<file path="src/rtl/crt_char_pkg.sv">
// Function
// - codes 0-31 act only if defined
// - code 7 pulses beeper, nothing else
// - code 8 backs column unless at 1
// - code 10 moves line down one
// - code 12 scrolls, two blanks, column 1
// - code 13 sets column 1, same line
// - codes 128-135 are attribute commands
// - attribute bits: underline, blink, inverse
// - attributes held until next code 128-135
// - same attributes for output and message line
// - display mode shows controls, no action except code 13
// - display mode return shows glyph, CR+LF
// - mode key press toggles display mode
// - nonzero control write sets display mode
// - output-line glyph advances column, wraps to next line
// - off-screen position scrolls before writing
// - visible output area is 18 lines
package crt_char_pkg;
	localparam int COLS_DEF = 50;
	localparam int LINES_DEF = 18;
	localparam logic [7:0] CODE_BELL = 8'h07;
	localparam logic [7:0] CODE_BS = 8'h08;
	localparam logic [7:0] CODE_LF = 8'h0a;
	localparam logic [7:0] CODE_FF = 8'h0c;
	localparam logic [7:0] CODE_CR = 8'h0d;
	localparam logic [7:0] CTRL_LIMIT = 8'h20;
	localparam logic [7:0] PRINT_LIMIT = 8'h80;
	localparam logic [4:0] ATTR_PATTERN = 5'h10;
	localparam int ATTR_UL_BIT = 2;
	localparam int ATTR_BL_BIT = 1;
	localparam int ATTR_INV_BIT = 0;
	localparam logic [2:0] ATTR_RESET = 3'h0;
	localparam logic [6:0] POS_RESET = 7'h01;
	typedef struct packed {
		logic underline;
		logic blink;
		logic inverse;
	} attr_s;
	typedef struct packed {
		logic [7:0] code;
		logic msgLine;
	} req_s;
	typedef struct packed {
		logic [7:0] glyph;
		attr_s attr;
		logic [6:0] col;
		logic [6:0] line;
		logic msgLine;
	} wr_s;
endpackage

</file>
<file path="src/rtl/crt_char_interpreter.sv">
`timescale 1ns/10ps
module crt_char_interpreter import crt_char_pkg::*; #(
	parameter int COLS = COLS_DEF,
	parameter int LINES = LINES_DEF
) (
	input wire logic clk,
	input wire logic rstn,
	input wire logic inValid,
	input wire req_s inReq,
	input wire logic modeKey,
	input wire logic modeWrite,
	input wire logic [7:0] modeData,
	output logic wrValid,
	output wr_s wrOut,
	output logic scrollUp,
	output logic [1:0] blankLines,
	output logic beep,
	output logic ctrlDisplay,
	output attr_s attrState,
	output logic [6:0] printCol,
	output logic [6:0] printLine
);
	// position counters are 7 bits and must hold one past the last column or line
	if (COLS < 2 || COLS > 126 || LINES < 2 || LINES > 126) begin : g_badSize
		$error("crt_char_interpreter: COLS/LINES out of range");
	end
	localparam logic [6:0] COL_MAX = 7'(COLS);
	localparam logic [6:0] LINE_MAX = 7'(LINES);

	// ***************
	// mode key
	// ***************
	logic keyPress;
	key_sync u_key (
		.clk(clk),
		.rstn(rstn),
		.keyPin(modeKey),
		.keyPress(keyPress)
	);

	// ***************
	// next state
	// ***************
	logic mode_r, mode_nxt;
	attr_s attr_r, attr_nxt;
	logic [6:0] col_r, col_nxt, line_r, line_nxt;
	logic wrValid_r, wrValid_nxt, scroll_r, scroll_nxt, beep_r, beep_nxt;
	logic [1:0] blank_r, blank_nxt;
	wr_s wr_r, wr_nxt;
	logic [7:0] c;
	logic [6:0] wcol, wline;
	logic show;
	always_comb begin
		mode_nxt = mode_r;
		attr_nxt = attr_r;
		col_nxt = col_r;
		line_nxt = line_r;
		wrValid_nxt = 1'b0;
		scroll_nxt = 1'b0;
		beep_nxt = 1'b0;
		blank_nxt = 2'h0;
		wr_nxt = wr_r;
		c = inReq.code;
		show = 1'b0;
		wcol = col_r;
		wline = line_r;
		if (keyPress) begin
			mode_nxt = ~mode_r;
		end
		if (modeWrite && modeData != 8'h00) begin
			mode_nxt = 1'b1;
		end
		if (inValid) begin
			if (c[7:3] == ATTR_PATTERN) begin
				attr_nxt.underline = c[ATTR_UL_BIT];
				attr_nxt.blink = c[ATTR_BL_BIT];
				attr_nxt.inverse = c[ATTR_INV_BIT];
			end else if (c < CTRL_LIMIT) begin
				if (mode_r) begin
					show = 1'b1;
				end else begin
					case (c)
						CODE_BELL: beep_nxt = 1'b1;
						CODE_BS: if (col_r > POS_RESET) col_nxt = col_r - 7'h01;
						CODE_LF: line_nxt = line_r + 7'h01;
						CODE_FF: begin
							scroll_nxt = 1'b1;
							blank_nxt = 2'h2;
							col_nxt = POS_RESET;
							line_nxt = LINE_MAX;
						end
						CODE_CR: col_nxt = POS_RESET;
						default: ;
					endcase
				end
			end else if (c < PRINT_LIMIT) begin
				show = 1'b1;
			end
			if (show) begin
				if (col_r > COL_MAX) begin
					wcol = POS_RESET;
					wline = line_r + 7'h01;
				end
				if (!inReq.msgLine && wline > LINE_MAX) begin
					scroll_nxt = 1'b1;
					wline = LINE_MAX;
				end
				wrValid_nxt = 1'b1;
				wr_nxt.glyph = c;
				wr_nxt.attr = attr_r;
				wr_nxt.col = wcol;
				wr_nxt.line = wline;
				wr_nxt.msgLine = inReq.msgLine;
				if (inReq.msgLine) begin
					wr_nxt.line = line_r;
				end else if (mode_r && c == CODE_CR) begin
					col_nxt = POS_RESET;
					line_nxt = wline + 7'h01;
				end else begin
					col_nxt = wcol + 7'h01;
					line_nxt = wline;
				end
			end
		end
	end

	// ***************
	// registers
	// ***************
	always_ff @(posedge clk or negedge rstn) begin
		if (!rstn) begin
			mode_r <= 1'b0;
			attr_r <= ATTR_RESET;
			col_r <= POS_RESET;
			line_r <= POS_RESET;
			wrValid_r <= 1'b0;
			scroll_r <= 1'b0;
			beep_r <= 1'b0;
			blank_r <= 2'h0;
			wr_r <= '0;
		end else begin
			mode_r <= mode_nxt;
			attr_r <= attr_nxt;
			col_r <= col_nxt;
			line_r <= line_nxt;
			wrValid_r <= wrValid_nxt;
			scroll_r <= scroll_nxt;
			beep_r <= beep_nxt;
			blank_r <= blank_nxt;
			wr_r <= wr_nxt;
		end
	end
	assign wrValid = wrValid_r;
	assign wrOut = wr_r;
	assign scrollUp = scroll_r;
	assign blankLines = blank_r;
	assign beep = beep_r;
	assign ctrlDisplay = mode_r;
	assign attrState = attr_r;
	assign printCol = col_r;
	assign printLine = line_r;
endmodule

</file>
<file path="src/rtl/key_sync.sv">
`timescale 1ns/10ps
module key_sync (
	input wire logic clk,
	input wire logic rstn,
	input wire logic keyPin,
	output logic keyPress
);
	// ***************
	// two-flop sync, then edge
	// ***************
	logic s1_r, s2_r, s3_r;
	logic s1_nxt, s2_nxt, s3_nxt;
	always_comb begin
		s1_nxt = keyPin;
		s2_nxt = s1_r;
		s3_nxt = s2_r;
	end
	always_ff @(posedge clk or negedge rstn) begin
		if (!rstn) begin
			s1_r <= 1'b0;
			s2_r <= 1'b0;
			s3_r <= 1'b0;
		end else begin
			s1_r <= s1_nxt;
			s2_r <= s2_nxt;
			s3_r <= s3_nxt;
		end
	end
	// no debounce: key assumed clean
	assign keyPress = s2_r & ~s3_r;
endmodule

</file>
<file path="config.mk">
export PLATFORM = sky130hd
export DESIGN_NAME = crt_char_interpreter
export DESIGN_NICKNAME = d
export VERILOG_FILES = /design/src/rtl/crt_char_pkg.sv /design/src/rtl/crt_char_interpreter.sv /design/src/rtl/key_sync.sv
export SDC_FILE = /design/constraint.sdc
export NUM_CORES = 1
export LEC_CHECK = 0
export BUFFER_PORTS_ARGS = -buffer_cell sky130_fd_sc_hd__buf_2
export CAP_MARGIN = 5
export CORE_MARGIN = 4
export CORE_UTILIZATION = 54
export CTS_CLUSTER_SIZE = 8
export DETAILED_ROUTE_END_ITERATION = 16
export PLACE_DENSITY = 0.87
export SKIP_LAST_GASP = 1
export SLEW_MARGIN = 20
export SYNTH_ARGS = -nofsm -noshare
export SYNTH_HDL_FRONTEND = slang
export SYNTH_SLANG_ARGS = --single-unit
</file>
<file path="constraint.sdc">
create_clock -name clk -period 4.3 [get_ports clk]
set_input_delay 0.86 -clock clk [delete_from_list [all_inputs] [get_ports clk]]
set_output_delay 0.86 -clock clk [all_outputs]
set_load 0.02 [all_outputs]
</file>
# ---- After elaboration in Yosys (flattened, before gate mapping)
# Index checks and enable logic that the tools add are counted.
dict set report word_totals {
  ff_bits 52
  out_inout_bits 49
  word_cells 98
}
dict set report classes {
  add_sub_neg 4
  magnitude_cmp 5
  eq_ne 6
  mux 51
  bitwise 3
  n_reduce_logical 9
}
# operator count
set ops {}
lappend ops {{two-way mux 7 bit} 23}
lappend ops {{== test 8 x 4 -> 1 bit (second input constant)} 4}
lappend ops {{one-hot mux 7 bit (2 select lines)} 2}
lappend ops {{adder 7 x 1 -> 7 bit (second input constant)} 3}
lappend ops {{two-way mux 1 bit} 21}
lappend ops {{two-way mux 2 bit} 5}
lappend ops {{== test 8 x 3 -> 1 bit (second input constant)} 1}
lappend ops {{< comparator 8 x 6 -> 1 bit (second input constant)} 1}
lappend ops {{< comparator 8 bit (second input constant)} 1}
lappend ops {{nonzero test 8 bit} 1}
lappend ops {{greater-than comparator 7 x 1 -> 1 bit (second input constant)} 1}
lappend ops {{greater-than comparator 7 x 5 -> 1 bit (second input constant)} 1}
lappend ops {{greater-than comparator 7 x 6 -> 1 bit (second input constant)} 1}
lappend ops {{subtractor 7 x 1 -> 7 bit (second input constant)} 1}
lappend ops {{== test 5 bit (second input constant)} 1}
lappend ops {{AND reduction 2 bit} 2}
lappend ops {{logical AND 1 bit} 3}
lappend ops {{NOT 1 bit} 2}
lappend ops {{nonzero test 2 bit} 1}
lappend ops {{OR reduction 2 bit} 1}
lappend ops {{AND 1 bit} 1}
lappend ops {{zero test 1 bit} 1}

# ---- Longest topological paths before layout
dict set report logic_depth {
  depth_word 16
  depth_mapped 15
}

# ---- Hierarchy
# From an unflattened synthesis, not the netlist that was laid out.
dict set report unflattened {
  cells_unflattened 363
  hier_area_um2 3076.7
}
# mod instances cells_each area_each_um2 seq_area_each_um2
set modules_own_cells {}
lappend modules_own_cells {crt_char_interpreter 1 359 2987.9 1203.7}
lappend modules_own_cells {key_sync 1 4 88.8 75.1}

# ---- Worst setup path after synthesis
# Ideal clock, no wire load.
dict set report synth_path {
  path_kind {register to register}
  startpoint {register col_r[0], in the netlist printCol[0]}
  endpoint {register line_r[1], in the netlist printLine[1]}
  setup_ns 0.134
  arrival_time_ns 3.061
  slack_ns 1.104
  path_stages_with_launch 16
  n_path_buf 1
  synth_period_minus_slack_ns 3.196
  path_cell_list {dfstp_2 > inv_1 > ha_1 > nand2b_1 > a21oi_2 > or2_2 > buf_2 > a311oi_4 > a31oi_1 > a21boi_1 > nand2_1 > ha_1 > a2111oi_0 > a31oi_1 > o21ai_1 > a31oi_1}
}
dict set report synth_via {
  elab_chain_len 13
}
# item line_no
set synth_rtl {}
lappend synth_rtl {{start, declared} crt_char_interpreter.sv:46} ;# logic [6:0] col_r, col_nxt, line_r, line_nxt;
lappend synth_rtl {{start signal, assigned} crt_char_interpreter.sv:144} ;# col_r <= col_nxt;
lappend synth_rtl {{greater-than comparator 7 x 6 -> 1 bit *} crt_char_interpreter.sv:100} ;# if (col_r > COL_MAX) begin
lappend synth_rtl {{two-way mux 7 bit *} crt_char_interpreter.sv:100}
lappend synth_rtl {{two-way mux 7 bit *} crt_char_interpreter.sv:99} ;# if (show) begin
lappend synth_rtl {{two-way mux 7 bit *} crt_char_interpreter.sv:73} ;# if (inValid) begin
lappend synth_rtl {{greater-than comparator 7 x 5 -> 1 bit} crt_char_interpreter.sv:104} ;# if (!inReq.msgLine && wline > LINE_MAX) begin
lappend synth_rtl {{logical AND 1 bit} crt_char_interpreter.sv:104}
lappend synth_rtl {{two-way mux 7 bit *} crt_char_interpreter.sv:104}
lappend synth_rtl {{two-way mux 7 bit *} crt_char_interpreter.sv:99}
lappend synth_rtl {{two-way mux 7 bit *} crt_char_interpreter.sv:73}
lappend synth_rtl {{adder 7 x 1 -> 7 bit} crt_char_interpreter.sv:118} ;# line_nxt = wline + 7'h01;
lappend synth_rtl {{two-way mux 7 bit *} crt_char_interpreter.sv:116} ;# end else if (mode_r && c == CODE_CR) begin
lappend synth_rtl {{two-way mux 7 bit *} crt_char_interpreter.sv:114} ;# if (inReq.msgLine) begin
lappend synth_rtl {{two-way mux 7 bit *} crt_char_interpreter.sv:99}
lappend synth_rtl {{end signal, assigned} crt_char_interpreter.sv:145} ;# line_r <= line_nxt;
lappend synth_rtl {{end, declared} crt_char_interpreter.sv:46}
# Mark *: on every way between the ends. The rest lies on a longest branch, timed or not. The select of a mux whose other input is x is not followed.
# A chain may end at the register's enable or synchronous reset.

# ---- Worst setup path in the final report
# Same ends and word-level chain as after synthesis.

==> Flow_metrics.wiki <==
{| class="wikitable"
! Metric !! Value
|-
| Worst Path Required || between 4 and 5 ns
|-
| Data arrival time at the worst-slack endpoint || ~3.8 ns
|-
| Placement Setup Slack || 0.786 ns
|-
| Number of distinct library cells after synthesis || 64
|-
| Worst Clk Skew || 0.00350 ns
|-
| RSZ-0062 raised after global routing || false
|-
| Sequential area share after synthesis || a little over two fifths
|-
| Clk sinks || between 50 and 60
|-
| Leak Pwr || roughly 0.0016 uW
|-
| Number of antenna violations at the first check in global routing || 0
|-
| Critical path endpoint category || flip-flop
|-
| Number of cells produced by synthesis || around 350
|-
| Critical Path Source Type || flip-flop
|-
| Shortest clock period the worst path allows after layout || between 3 and 4 ns
|-
| Clock network latency to the later pin of the worst-skew pair || slightly above 0.3 ns
|-
| Std-Cell Rows || 26
|-
| Hold violation count in the final report || 0
|-
| Crit Path Class || reg -> reg
|-
| Overall routed net length || 8.07 mm
|-
| Hold_ws || 0.358 ns
|-
| TritonCTS clock tree || done
|-
| Clock transition at path regs || ~0.090 ns
|-
| Post-synth EDFFs || 0
|-
| Most frequent standard cell in the layout excluding fill and tap cells || nand2_1
|-
| Fmax || 279 MHz
|-
| Average via count per standard cell || between 6 and 7
|-
| Layout Cells excl Fill || ~470
|-
| DRT iter0 DRCs || around 350
|-
| Number of slew-limit violations in the final report || 0
|-
| Max-Cap Viols || 0
|-
| Synthesis-to-finish area growth || 13.6%
|-
| GRT overflow || 0
|-
| Sum of negative setup slack || 0 ns
|-
| Period utilisation layout || a little over four fifths
|-
| Count of hold-fix buffers inserted at cts || 0
|-
| Number of global-route vias before repair || 2,596
|-
| Root Buffer || clkbuf_8
|-
| Maximum resistive drop on vdd || 357 uV
|-
| Peak per-stage delay on the critical path || ~0.6 ns
|-
| Overall via count from detail_route || roughly 2.9k
|-
| Total routing resource utilization after global routing || 25.4%
|-
| Die area || approximately 6900 um^2
|-
| Floorplan Core Area || 5270 um^2
|-
| DRT Pass-1 Iters || 5
|-
| Deepest clock path buffer count || 2
|-
| Pin count of the biggest net entering global routing || 52
|-
| Most frequent cells in the layout || 69 x nand2_1, 68 x buf_2, 49 x dfrtp_1
|-
| Most common flop cell mapped by yosys || dfrtp_1
|-
| Pwr/cell area || approximately 500 nW/um^2
|-
| Net count after synthesis || 373
|-
| Outcome || finished clean
|-
| Max-Slew Margin vs Limit || around 57%
|-
| Ratio of cells with drive above 1 in the final layout || 24.5%
|-
| Post-synthesis instance area || about 3000 um^2
|-
| Number of buffers created by CTS || 5
|-
| Horizontal die dimension || 82.8 um
|-
| Number of placed instances, taps included || ~470
|-
| Postcts setup bufs || 0
|-
| Average instance area after synthesis || slightly below 9 um^2
|-
| ANT cells || 0
|-
| Count of synthesis-stage warnings from yosys || 0
|-
| Number of nets in the finished design || approximately 430
|-
| Ports || 71
|-
| Remaining routing DRC violations || 0
|-
| Slew @ Worst Pin || between 0.6 and 0.7 ns
|-
| First-pass GRT wire length || roughly 13 mm
|-
| Number of gates resized after cts || 0
|-
| Final antenna-violating net count || 0
|-
| Starting Density || a little under three fifths
|-
| Most repeated library cell on the critical path || a31oi_1
|-
| HPWL after DPL || about 6 mm
|-
| Slowest-stage cell, CP || dfstp_2
|-
| Asr flop ratio synth || 100%
|-
| Last weighted congestion value of the routability-driven placer || roughly 0.91
|-
| Routed len/inst || around 17 um
|-
| Total power || roughly 1700 uW
|-
| Min setup slack post-route || 0.715 ns
|-
| Chip height || a little over 80 um
|-
| Filler instances || 464
|-
| Maximum level of the CTS H-tree || 2
|-
| Number of I/O port buffers || 69
|-
| Cells along the critical path || inv_1 -> ha_1 -> nand2b_1 -> a21oi_2 -> or2_2 -> a311oi_4 -> a31oi_1 -> a21boi_1 -> nand2_1 -> ha_1 -> a2111oi_0 -> a31oi_1 -> o21ai_1 -> a31oi_1
|-
| Maximum fanout along the worst path || 8
|-
| Final setup violating endpoints || 0
|-
| Path class of the lowest-slack min-delay path || reg -> reg
|-
| Flip-flop and latch count after synthesis || a little over 50
|}
-- critical path, delay by kind of cell (launching register included) --
kind	cells	cell delay, ns
flip-flops	1	0.61
buffers and inverters	1	0.09
AND/OR/NAND/NOR	3	0.57
adder cells (fa/ha/maj)	2	0.48
AO/OA/AOI/OAI	8	1.68
-- layer usage --
metal  vias up  part of all wire, %  wire, um  global-route usage (%)
met5         -                    0         0                       0
met4         0                  1.1        91                    6.21
met3        14                  8.4       680                    5.51
met2       146                   47      3800                    40.0
met1      1357                   43      3500                    35.7
li1       1362                    -         -                       -
-- cells by family after synthesis --
family / after synthesis / synth area share [%]
other cells: 1 / 0.124
mux: 8 / 2.82
flops: 51 / 42.3
simple gates: 154 / 25.2
compound gates: 84 / 18.5
buf+inv: 31 / 5.67
xor+xnor: 10 / 2.90
fa+ha+maj: 6 / 2.49
-- where the power goes --
| group | internal [uW] | switching, uW | total (uW) |
|---|---|---|---|
| Combinational | 277 | 470 | 747 |
| Clock | 112 | 161 | 273 |
| Sequential | 584 | 136 | 719 |
-- layout make-up --
| class | count | area [um^2] | share of cell area (%) |
|---|---|---|---|
| clock buffer | 5 | 68.8 | 2.01 |
| clock inverter | 2 | 13.8 | 0.401 |
| inverter | 11 | 41.3 | 1.20 |
| multi-input combinational | 263 | 1570 | 45.8 |
| sequential | 51 | 1280 | 37.3 |
| tap | 70 | 87.6 | 2.55 |
| timing repair buffer | 72 | 370 | 10.8 |
-- cells in the mapped netlist (4+ instances only) --
library cell  count  area share, %
a31oi_1           7            1.4
or4_1             4           0.99
mux2i_1           4            1.3
nand4_1           6            1.2
nor2_1           18            2.2
buf_2             5           0.83
nor2b_1           6            1.2
xnor2_1           5            1.4
o21ai_0          29            4.8
nor3_1           11            1.8
clkbuf_1          6           0.75
inv_1             9            1.1
nand2_1          69            8.6
mux2_2            4            1.5
nor4_1            6            1.2
ha_1              6            2.5
dfrtp_1          49             41
a21oi_1          15            2.5
xor2_1            5            1.4
nand3_1          12            2.0
-- stage by stage --
step           utilization [%]  cell area (um^2)
6_report                  65.1              3430
5_1_grt                   65.1              3430
4_1_cts                   65.1              3430
3_5_place_dp              63.5              3350
3_3_place_gp              63.5              3350
2_1_floorplan                -              3020
-- sequential cells by signal, summed over array words and instances (netlist names) --
name	count
attrState	3
printCol	7
wrOut	26
ctrlDisplay	1
printLine	7
u_key.s3_r	1
u_key.s1_r	1
beep	1
u_key.s2_r	1
wrValid	1
scrollUp	1
blankLines	1
-- final timing paths --
kind | from | end | slack [ns] | depth (start not counted)
min reg2reg | u_key.s1_r | u_key.s2_r | 0.36 | 0
max reg2reg | printCol[0] | printLine[1] | 0.71 | 14
min in group asynchronous | rstn | wrOut[15] | 0.56 | 1
max | printCol[0] | printLine[1] | 0.71 | 14
max in group asynchronous | rstn | printLine[4] | 3.31 | 1
min | u_key.s1_r | u_key.s2_r | 0.36 | 0
Note: power is estimated with default switching activity, not from simulation.
